## src/hdl/lct_pkg.sv

```systemverilog
/*
 * Shared constants for the line timing generator of a four-line linear image sensor.
 * Assumes a single 25 MHz system clock and a synchronous, active-high reset.
 */
`default_nettype none

package lct_pkg;

    // ------------------------------------------------------------
    // Clock and timing
    // ------------------------------------------------------------
    localparam int SYS_PERIOD_NS      = 40;
    localparam int SHIFT_MAX_MHZ      = 20;
    localparam int SHIFT_MIN_PERIOD_NS = 1000 / SHIFT_MAX_MHZ;
    // One pixel period is four quarters of one system cycle each.
    localparam int QUARTERS_PER_PIXEL = 4;
    localparam int PIXEL_PERIOD_NS    = QUARTERS_PER_PIXEL * SYS_PERIOD_NS;
    localparam int XFER_STEP_NS       = 1000;
    localparam int XFER_STEP_CYCLES   = (XFER_STEP_NS + SYS_PERIOD_NS - 1) / SYS_PERIOD_NS;

    // ------------------------------------------------------------
    // Line geometry
    // ------------------------------------------------------------
    localparam logic [11:0] CHROMA_TOTAL  = 12'h8AE;  // 2222 periods
    localparam logic [11:0] CHROMA_ACTIVE = 12'h832;  // 2098 pixels
    localparam logic [11:0] CHROMA_LEAD   = 12'h000;
    localparam logic [12:0] LUMA_TOTAL    = 13'h1094; // 4244 periods
    localparam logic [12:0] LUMA_ACTIVE   = 13'h1064; // 4196 pixels
    localparam logic [12:0] LUMA_LEAD     = 13'h0000;

    // Positions within a pixel (quarter index) and a summed pair (pair index).
    localparam logic [1:0] Q_SAMPLE       = 2'h1;
    localparam logic [1:0] Q_RESET        = 2'h3;
    localparam logic [1:0] Q_PHASE_TWO    = 2'h2;
    localparam logic [2:0] PAIR_GATE_RISE = 3'h2;
    localparam logic [2:0] PAIR_RESET     = 3'h7;
    localparam logic [2:0] PAIR_SAMPLE    = 3'h1;

    localparam logic [4:0]  STEP_LAST  = 5'(XFER_STEP_CYCLES - 1);
    localparam logic [15:0] INT_RESET  = 16'h0000;

    typedef enum logic [2:0] {
        ST_IDLE,
        ST_READ,
        ST_PARK,
        ST_GATES_ON,
        ST_FIRST_OFF,
        ST_SECOND_OFF
    } lct_state_t;

endpackage : lct_pkg

`default_nettype wire

```

## src/hdl/lct_pixel_tick.sv

```systemverilog
/*
 * Pixel-period divider: walks the quarter index of the current pixel period.
 * Assumes its run input comes from logic on the same clock.
 */
`default_nettype none

module lct_pixel_tick (
    input  wire logic       i_clk_sys,
    input  wire logic       i_rst,
    input  wire logic       i_run,
    output logic [1:0]      o_quarter,
    output wire logic       o_pix_end
);
    import lct_pkg::*;

    logic [1:0] quarter_reg;

    assign o_quarter = quarter_reg;
    assign o_pix_end = i_run && (quarter_reg == 2'(QUARTERS_PER_PIXEL - 1));

    always_ff @(posedge i_clk_sys) begin
        if (i_rst || !i_run) begin
            quarter_reg <= 2'h0;
        end else begin
            quarter_reg <= quarter_reg + 2'h1;
        end
    end

endmodule : lct_pixel_tick

`default_nettype wire

```

## src/hdl/lct_line_timing.sv

```systemverilog
/*
 * Line timing generator driving the gates, phase clocks and reset clocks of a
 * four-line linear sensor, plus sample strobes for the analog front end.
 * Assumes all control inputs come from logic on the system clock.
 */
`default_nettype none

module lct_line_timing (
    input  wire logic        i_clk_sys,
    input  wire logic        i_rst,
    input  wire logic        i_enable,
    input  wire logic        i_sum_mode,
    input  wire logic [15:0] i_int_period,
    output logic             o_chroma_phase_one_clock,
    output logic             o_chroma_phase_two_clock,
    output logic             o_summing_gate_pin,
    output logic             o_chroma_reset_clock,
    output logic             o_chroma_first_gate_pin,
    output logic             o_chroma_second_gate_pin,
    output logic             o_luma_phase_one_clock,
    output logic             o_luma_phase_two_clock,
    output logic             o_luma_reset_clock,
    output logic             o_luma_gate_pin,
    output logic             o_chroma_sample,
    output logic             o_luma_sample,
    output logic             o_line_start,
    output logic             o_busy
);
    import lct_pkg::*;

    // ------------------------------------------------------------
    // State
    // ------------------------------------------------------------
    lct_state_t  state_reg;
    lct_state_t  state_next;
    logic [4:0]  step_reg;
    logic [11:0] chroma_cnt_reg;
    logic [12:0] luma_cnt_reg;
    logic [15:0] int_cnt_reg;
    logic        sum_reg;

    logic [1:0]  quarter;
    logic        pix_end;
    wire  logic  reading    = (state_reg == ST_READ);
    wire  logic  step_done  = (step_reg == STEP_LAST);
    wire  logic  chroma_run = reading && (chroma_cnt_reg != CHROMA_TOTAL);
    wire  logic  luma_run   = reading && (luma_cnt_reg != LUMA_TOTAL);
    wire  logic  int_done   = (int_cnt_reg >= i_int_period);
    wire  logic  line_done  = !chroma_run && !luma_run;
    wire  logic  enter_read = (state_reg == ST_SECOND_OFF) && step_done;

    lct_pixel_tick u_tick (
        .i_clk_sys (i_clk_sys),
        .i_rst     (i_rst),
        .i_run     (reading),
        .o_quarter (quarter),
        .o_pix_end (pix_end)
    );

    // ------------------------------------------------------------
    // Transfer sequence
    // ------------------------------------------------------------
    always_comb begin
        state_next = state_reg;
        case (state_reg)
            ST_IDLE: begin
                if (i_enable) begin
                    state_next = ST_PARK;
                end
            end
            ST_READ: begin
                if (line_done && !i_enable) begin
                    state_next = ST_IDLE;
                end else if (line_done && int_done) begin
                    state_next = ST_PARK;
                end
            end
            ST_PARK: begin
                if (step_done) begin
                    state_next = ST_GATES_ON;
                end
            end
            ST_GATES_ON: begin
                if (step_done) begin
                    state_next = ST_FIRST_OFF;
                end
            end
            ST_FIRST_OFF: begin
                if (step_done) begin
                    state_next = ST_SECOND_OFF;
                end
            end
            ST_SECOND_OFF: begin
                if (step_done) begin
                    state_next = ST_READ;
                end
            end
            default: begin
                state_next = ST_IDLE;
            end
        endcase
    end

    always_ff @(posedge i_clk_sys) begin
        if (i_rst) begin
            state_reg <= ST_IDLE;
            step_reg  <= 5'h00;
        end else begin
            state_reg <= state_next;
            step_reg  <= (state_next != state_reg) ? 5'h00 : step_reg + 5'h01;
        end
    end

    // ------------------------------------------------------------
    // Line and integration counters
    // ------------------------------------------------------------
    // Integration runs from the end of one transfer to the start of the next,
    // so it overlaps readout of the previous line.
    always_ff @(posedge i_clk_sys) begin
        if (i_rst) begin
            chroma_cnt_reg <= 12'h000;
            luma_cnt_reg   <= 13'h0000;
            int_cnt_reg    <= INT_RESET;
            sum_reg        <= 1'b0;
        end else if (enter_read) begin
            chroma_cnt_reg <= 12'h000;
            luma_cnt_reg   <= 13'h0000;
            int_cnt_reg    <= INT_RESET;
            sum_reg        <= i_sum_mode;
        end else if (pix_end) begin
            if (chroma_run) begin
                chroma_cnt_reg <= chroma_cnt_reg + 12'h001;
            end
            if (luma_run) begin
                luma_cnt_reg <= luma_cnt_reg + 13'h0001;
            end
            if (!int_done) begin
                int_cnt_reg <= int_cnt_reg + 16'h0001;
            end
        end
    end

    // ------------------------------------------------------------
    // Clock and gate pattern decoding
    // ------------------------------------------------------------
    // Phases are high for exactly two quarters each, which keeps them
    // symmetric; a stopped channel parks phase one high, phase two low.
    wire logic [2:0] pair_pos    = {chroma_cnt_reg[0], quarter};
    wire logic       p2_window   = (quarter >= Q_PHASE_TWO);
    wire logic       c_p1_next   = !chroma_run || !p2_window;
    wire logic       c_p2_next   = chroma_run && p2_window;
    wire logic       l_p1_next   = !luma_run || !p2_window;
    wire logic       l_p2_next   = luma_run && p2_window;
    // Summing gate holds six of eight quarters over a pixel pair.
    wire logic       sg_sum      = chroma_run && (pair_pos >= PAIR_GATE_RISE);
    wire logic       sg_next     = sum_reg ? sg_sum : c_p2_next;
    wire logic       c_rst_full  = chroma_run && (quarter == Q_RESET);
    wire logic       c_rst_sum   = chroma_run && (pair_pos == PAIR_RESET);
    wire logic       c_rst_next  = sum_reg ? c_rst_sum : c_rst_full;
    wire logic       l_rst_next  = luma_run && (quarter == Q_RESET);
    wire logic       c_in_active = (chroma_cnt_reg >= CHROMA_LEAD) &&
                                   (chroma_cnt_reg < CHROMA_LEAD + CHROMA_ACTIVE);
    wire logic       l_in_active = (luma_cnt_reg >= LUMA_LEAD) &&
                                   (luma_cnt_reg < LUMA_LEAD + LUMA_ACTIVE);
    wire logic       c_smp_next  = chroma_run && c_in_active &&
                                   (sum_reg ? (pair_pos == PAIR_SAMPLE) : (quarter == Q_SAMPLE));
    wire logic       l_smp_next  = luma_run && l_in_active && (quarter == Q_SAMPLE);
    // Gates stay at barrier everywhere except the two transfer steps ST_GATES_ON and ST_FIRST_OFF.
    wire logic       tg1_next    = (state_reg == ST_GATES_ON);
    wire logic       tg2_next    = (state_reg == ST_GATES_ON) ||
                                   (state_reg == ST_FIRST_OFF);
    wire logic       tgl_next    = (state_reg == ST_GATES_ON);

    // ------------------------------------------------------------
    // Output registers
    // ------------------------------------------------------------
    always_ff @(posedge i_clk_sys) begin
        if (i_rst) begin
            o_chroma_phase_one_clock <= 1'b1;
            o_chroma_phase_two_clock <= 1'b0;
            o_summing_gate_pin       <= 1'b0;
            o_chroma_reset_clock     <= 1'b0;
            o_luma_phase_one_clock   <= 1'b1;
            o_luma_phase_two_clock   <= 1'b0;
            o_luma_reset_clock       <= 1'b0;
            o_chroma_sample          <= 1'b0;
            o_luma_sample            <= 1'b0;
        end else begin
            o_chroma_phase_one_clock <= c_p1_next;
            o_chroma_phase_two_clock <= c_p2_next;
            o_summing_gate_pin       <= sg_next;
            o_chroma_reset_clock     <= c_rst_next;
            o_luma_phase_one_clock   <= l_p1_next;
            o_luma_phase_two_clock   <= l_p2_next;
            o_luma_reset_clock       <= l_rst_next;
            o_chroma_sample          <= c_smp_next;
            o_luma_sample            <= l_smp_next;
        end
    end

    always_ff @(posedge i_clk_sys) begin
        if (i_rst) begin
            o_chroma_first_gate_pin  <= 1'b0;
            o_chroma_second_gate_pin <= 1'b0;
            o_luma_gate_pin          <= 1'b0;
            o_line_start             <= 1'b0;
            o_busy                   <= 1'b0;
        end else begin
            o_chroma_first_gate_pin  <= tg1_next;
            o_chroma_second_gate_pin <= tg2_next;
            o_luma_gate_pin          <= tgl_next;
            o_line_start             <= enter_read;
            o_busy                   <= (state_next != ST_IDLE);
        end
    end

endmodule : lct_line_timing

`default_nettype wire

```

## config.mk

```make
export PLATFORM = sky130hd
export DESIGN_NAME = lct_line_timing
export DESIGN_NICKNAME = d
export VERILOG_FILES = /design/src/hdl/lct_pkg.sv /design/src/hdl/lct_pixel_tick.sv /design/src/hdl/lct_line_timing.sv
export SDC_FILE = /design/constraint.sdc
export NUM_CORES = 1
export LEC_CHECK = 0
export BUFFER_PORTS_ARGS = -buffer_cell sky130_fd_sc_hd__buf_2
export CORE_MARGIN = 5
export CORE_UTILIZATION = 31
export CTS_CLUSTER_SIZE = 10
export DETAILED_ROUTE_END_ITERATION = 10
export SYNTH_ARGS = -nofsm -noshare
export SYNTH_HDL_FRONTEND = slang
export SYNTH_SLANG_ARGS = --single-unit
```

## constraint.sdc

```tcl
create_clock -name i_clk_sys -period 2.9 [get_ports i_clk_sys]
set_clock_uncertainty 0.05 [all_clocks]
set_input_delay 0 -clock i_clk_sys [delete_from_list [all_inputs] [get_ports i_clk_sys]]
set_output_delay 0 -clock i_clk_sys [all_outputs]
set_load 0.02 [all_outputs]
```

==> results.txt <==
The critical path goes through ha_1 > a211oi_2 > nor2_1 > or4_4 > or4_4 > or4_1 > a21oi_1. The max-cap violation count is 0. The total overflow left after global routing is 0. The floorplan die area came out at 13,000 um^2. The startpoint identified for the worst hold timing path is i_int_period[15].

The flow ran to the end, and the final reports show no timing, DRC or antenna violations. Global routing used 11.6% of the available tracks. The H-tree depth came out at 3. The routed wire length on met2 came out at around 3.5 mm. The fraction of registers with async set/reset came out at 0%. The biggest cell delay along the critical path came out at 0.58 ns. The ratio of cells with drive above 1 in the final layout is 14.9%. Prior to clock tree synthesis, the placed netlist has a worst setup slack of slightly above 0.04 ns. Clock latency on the worst-skew pair, taken at its later pin, is 0.34 ns. The footprint of the multi-input gates came out at 1900 um^2.

The highest routing layer actually used is met4. Among all flip-flop cells after synthesis, the most frequent one is dfxtp_1. The sequential-to-total area share from yosys stat came out at 38.8%. Summing all placed instances gives a cell area of 3690 um^2. The HPWL after detailed placement came out at between 5 and 6 mm.

The number of rows in the core area is 38. 34 I/O pins were placed. In this run the number of cells on the critical path is 7. Counting every sink on the clock net gives 65. The power share of the sequential group is 51.2%. In this run the static leakage power is 1.54 nW. The critical path data arrival time came out at approximately 3 ns. The number of failing setup endpoints in the final timing report is 0.

The switching share of power came out at 23.5%. The initial DRC count came out at about 120. Hold is met by 0.406 ns.

After layout, the minimum clock period comes to 2.84 ns. The switching power is roughly 0.00041 W. The area taken by flip-flops and latches is around 1300 um^2. The global-route wire length before repair came out at 12.4 mm. The largest fanout on the critical path came out at 6. The detailed-route DRC error count is 0. The detailed-route via count is 2,978.

The end of the worst register-to-register path is int_cnt_reg[12]$_SDFFE_PP0P_. The number of warnings printed during yosys synthesis came out at 0. The number of cells on the worst hold path is 7. In this design, the largest share of critical-path delay is due to simple AND/OR/NAND/NOR gates. The net total in the final layout came out at about 500. The register bit total from synthesis is 65. The utilization after layout came out at 37.2%. The wire length after detailed routing came out at 7.37 mm.

The number of cells on the worst reg-to-reg path is 7. The setup path with the least slack is of type reg -> reg. The startpoint kind of the worst setup timing path is a flip-flop. The number of antenna violations at the first check in global routing is 0.

The part of the total power dissipated in the clock network is between 40% and 50%. The worst hold-check path type is in -> reg. Counting the buffers created by CTS gives 9. In the final routing, the length of wire on met1 measures ~3.5 mm. The starting density of the core is 31.3%.

The mapped netlist covers 3350 um^2. The combinational share of power came out at 4.0%. The number of enable flip-flop cells after synthesis came out at 0. The transition time at the pin with the least slew margin is 0.716 ns. In this run the critical register-to-register path is launched from int_cnt_reg[13]$_SDFFE_PP0P_. For hold timing, the worst endpoint is int_cnt_reg[9]$_SDFFE_PP0P_. The count of endpoints failing hold in the final timing report is 0. IR analysis of the VDD net gives a maximum drop of 270 uV. Counting every instance in the synthesized netlist gives 409.

The register-to-register setup slack came out at 0.06 ns. The repair_antennas step left the layout with diodes totalling 0. Setup repair after global routing could not meet its margin everywhere.

The number of max-slew violations in the final report is 0. By instance count, the cell type seen most on the critical path is or4_4. The final antenna-violating net count is 0. The filler cell count is 1,102. The signed area change from the synthesized netlist to the final layout is 18.7%. Entering global routing, the biggest net connects 29 pins.

The final critical path takes up 98.0% of the cycle. The detailed-route wire length per cell is 12.3 um. The per-instance average area after synthesis came out at just over 8 um^2. The number of buffers inserted by post-CTS setup repair is 0. The placer congestion estimate came out at 0.784.

The flip-flop count of the largest register after layout is 16. The power per cell area came out at 442 nW/um^2. The amount of wire on met3 after detailed routing came out at approximately 260 um. The internal power of the cells is 0.00135 W.

The height of the chip is 114 um. The number of global-route vias before repair came out at 2,755. Data on the critical path is required at its endpoint by 3.10 ns. Across all setup checks in the final design, the least slack found is 0.0586 ns. In this run the clock root is driven by a clkbuf_8. The total area inside the core boundary comes to about 11,000 um^2. The clock-pin transition on the worst setup and hold timing paths came out at 0.08 ns. The largest buffer count on any clock path came out at 2.

The post-layout instance area came out at 3980 um^2. TritonCTS built the clock tree. Among all stages on the critical path, the largest delay is contributed by or4_4. The x dimension of the die is 114 um. The maximum clock rate came out at 352 MHz. After synthesis, the netlist uses 50 different library cells. The net count after synthesis is 455. In this run the tightest slew margin relative to its limit is 51.6%. The first-pass iteration count of the detailed router came out at 4.

Counting both buffers and inverters, the worst setup path holds a total of 0. Port buffering added 33 buffers. The ratio of routed vias to standard cells came out at ~5. The kind of capture point of the worst setup path is a flip-flop.
cell families after synthesis:
family / share of synthesized area [%]
DFF: 38.8
and+or+nand+nor: 26.0
AOI/OAI and AO/OA: 13.5
adders and majority gates: 9.70
xor gates and xnor gates: 5.75
muxes: 0.299
buffers and inverters: 5.97
power groups by stage:
stage	clock [W]	sequential (W)	combinational [W]
after detailed placement	0	0.000922	0.0000658
after global placement	0	0.000922	0.0000642
final	0.000790	0.000901	0.0000697
after CTS	0.000818	0.000901	0.0000687
after floorplan	0	0.000921	0.0000401
after global routing	0.000856	0.000902	0.0000805
metal layers:
layer,vias to the layer above,global-route usage (%)
li1,1518,-
met5,-,0
met4,0,4.04
met3,5,3.02
met1,1421,14.7
met2,34,19.0
cell usage after synthesis, drive strengths merged, types with 4 or more instances:
cell type,instances,share of area (%)
dfxtp,65,39
nor2,55,6.2
inv,38,4.3
nand2,36,4.0
a21oi,29,4.3
ha,26,9.7
o21ai,17,2.5
nand3,15,2.2
or4,12,2.8
xnor2,12,3.1
nor3,11,1.6
xor2,10,2.6
nand4,9,1.7
o31ai,9,2.0
or3,9,1.7
clkbuf,7,0.78
a211oi,5,1.3
buf,5,0.93
and2,4,0.75
and3,4,0.75
layout by cell type, fill, tap and decap left out, drive strengths merged, types with 2 or more instances in the layout:
cell type and n:
nand4b 2, dlygate4sd3 3, nand2 36, ha 26
or4 14, dfxtp 65, nand4bb 2, or3 9
nand4 9, and2 4, nand3 15, o21ai 17
buf 39, inv 39, xnor2 12, clkbuf 10
o31ai 9, nor2 55, a21oi 29, xor2 10
o211ai 2, nor3 11, nor2b 2, and4b 2
nor4 2, clkinvlp 3, a211oi 5, and3 4
how the worst max path moves through the flow:
stage / slack [ns] / to / start
after CTS: 0.003 / int_cnt_reg[3]$_SDFFE_PP0P_ / int_cnt_reg[0]$_SDFFE_PP0P_
final: 0.06 / int_cnt_reg[12]$_SDFFE_PP0P_ / int_cnt_reg[13]$_SDFFE_PP0P_
after floorplan: 0.27 / int_cnt_reg[10]$_SDFFE_PP0P_ / int_cnt_reg[0]$_SDFFE_PP0P_
after detailed placement: 0.04 / int_cnt_reg[4]$_SDFFE_PP0P_ / int_cnt_reg[0]$_SDFFE_PP0P_
after global placement: 0.04 / int_cnt_reg[3]$_SDFFE_PP0P_ / int_cnt_reg[0]$_SDFFE_PP0P_
after global routing: -0.007 / int_cnt_reg[10]$_SDFFE_PP0P_ / int_cnt_reg[13]$_SDFFE_PP0P_
cell type report:
cell class                 count  area share (%)
sequential                    65            32.7
inverter                      38            3.58
timing repair buffer          42            6.35
clock inverter                 6            1.67
tap                          140            4.40
clock buffer                  10            3.46
multi-input combinational    296            47.8
stage by stage:
stage / instances / TNS [ns] / total power, W
after global placement: 576 / 0 / 0.000986
after detailed placement: 576 / 0 / 0.000988
after global routing: 597 / -0.0176 / 0.00184
after CTS: 595 / 0 / 0.00179
after floorplan: 409 / 0 / 0.000961
final: 597 / 0 / 0.00176
worst register-to-register path, stage by stage, from the launching register on:
cell	delay, ns
dfxtp_1	0.34
ha_1	0.31
a211oi_2	0.19
nor2_1	0.07
or4_4	0.54
or4_4	0.58
or4_1	0.52
a21oi_1	0.17
what timing repair did:
item,CTS,global route
gates resized for setup,0,11
hold buffers,3,0
setup endpoints to repair,0,15
hold endpoints to repair,7,0
Power figures use the tool's default switching activity.
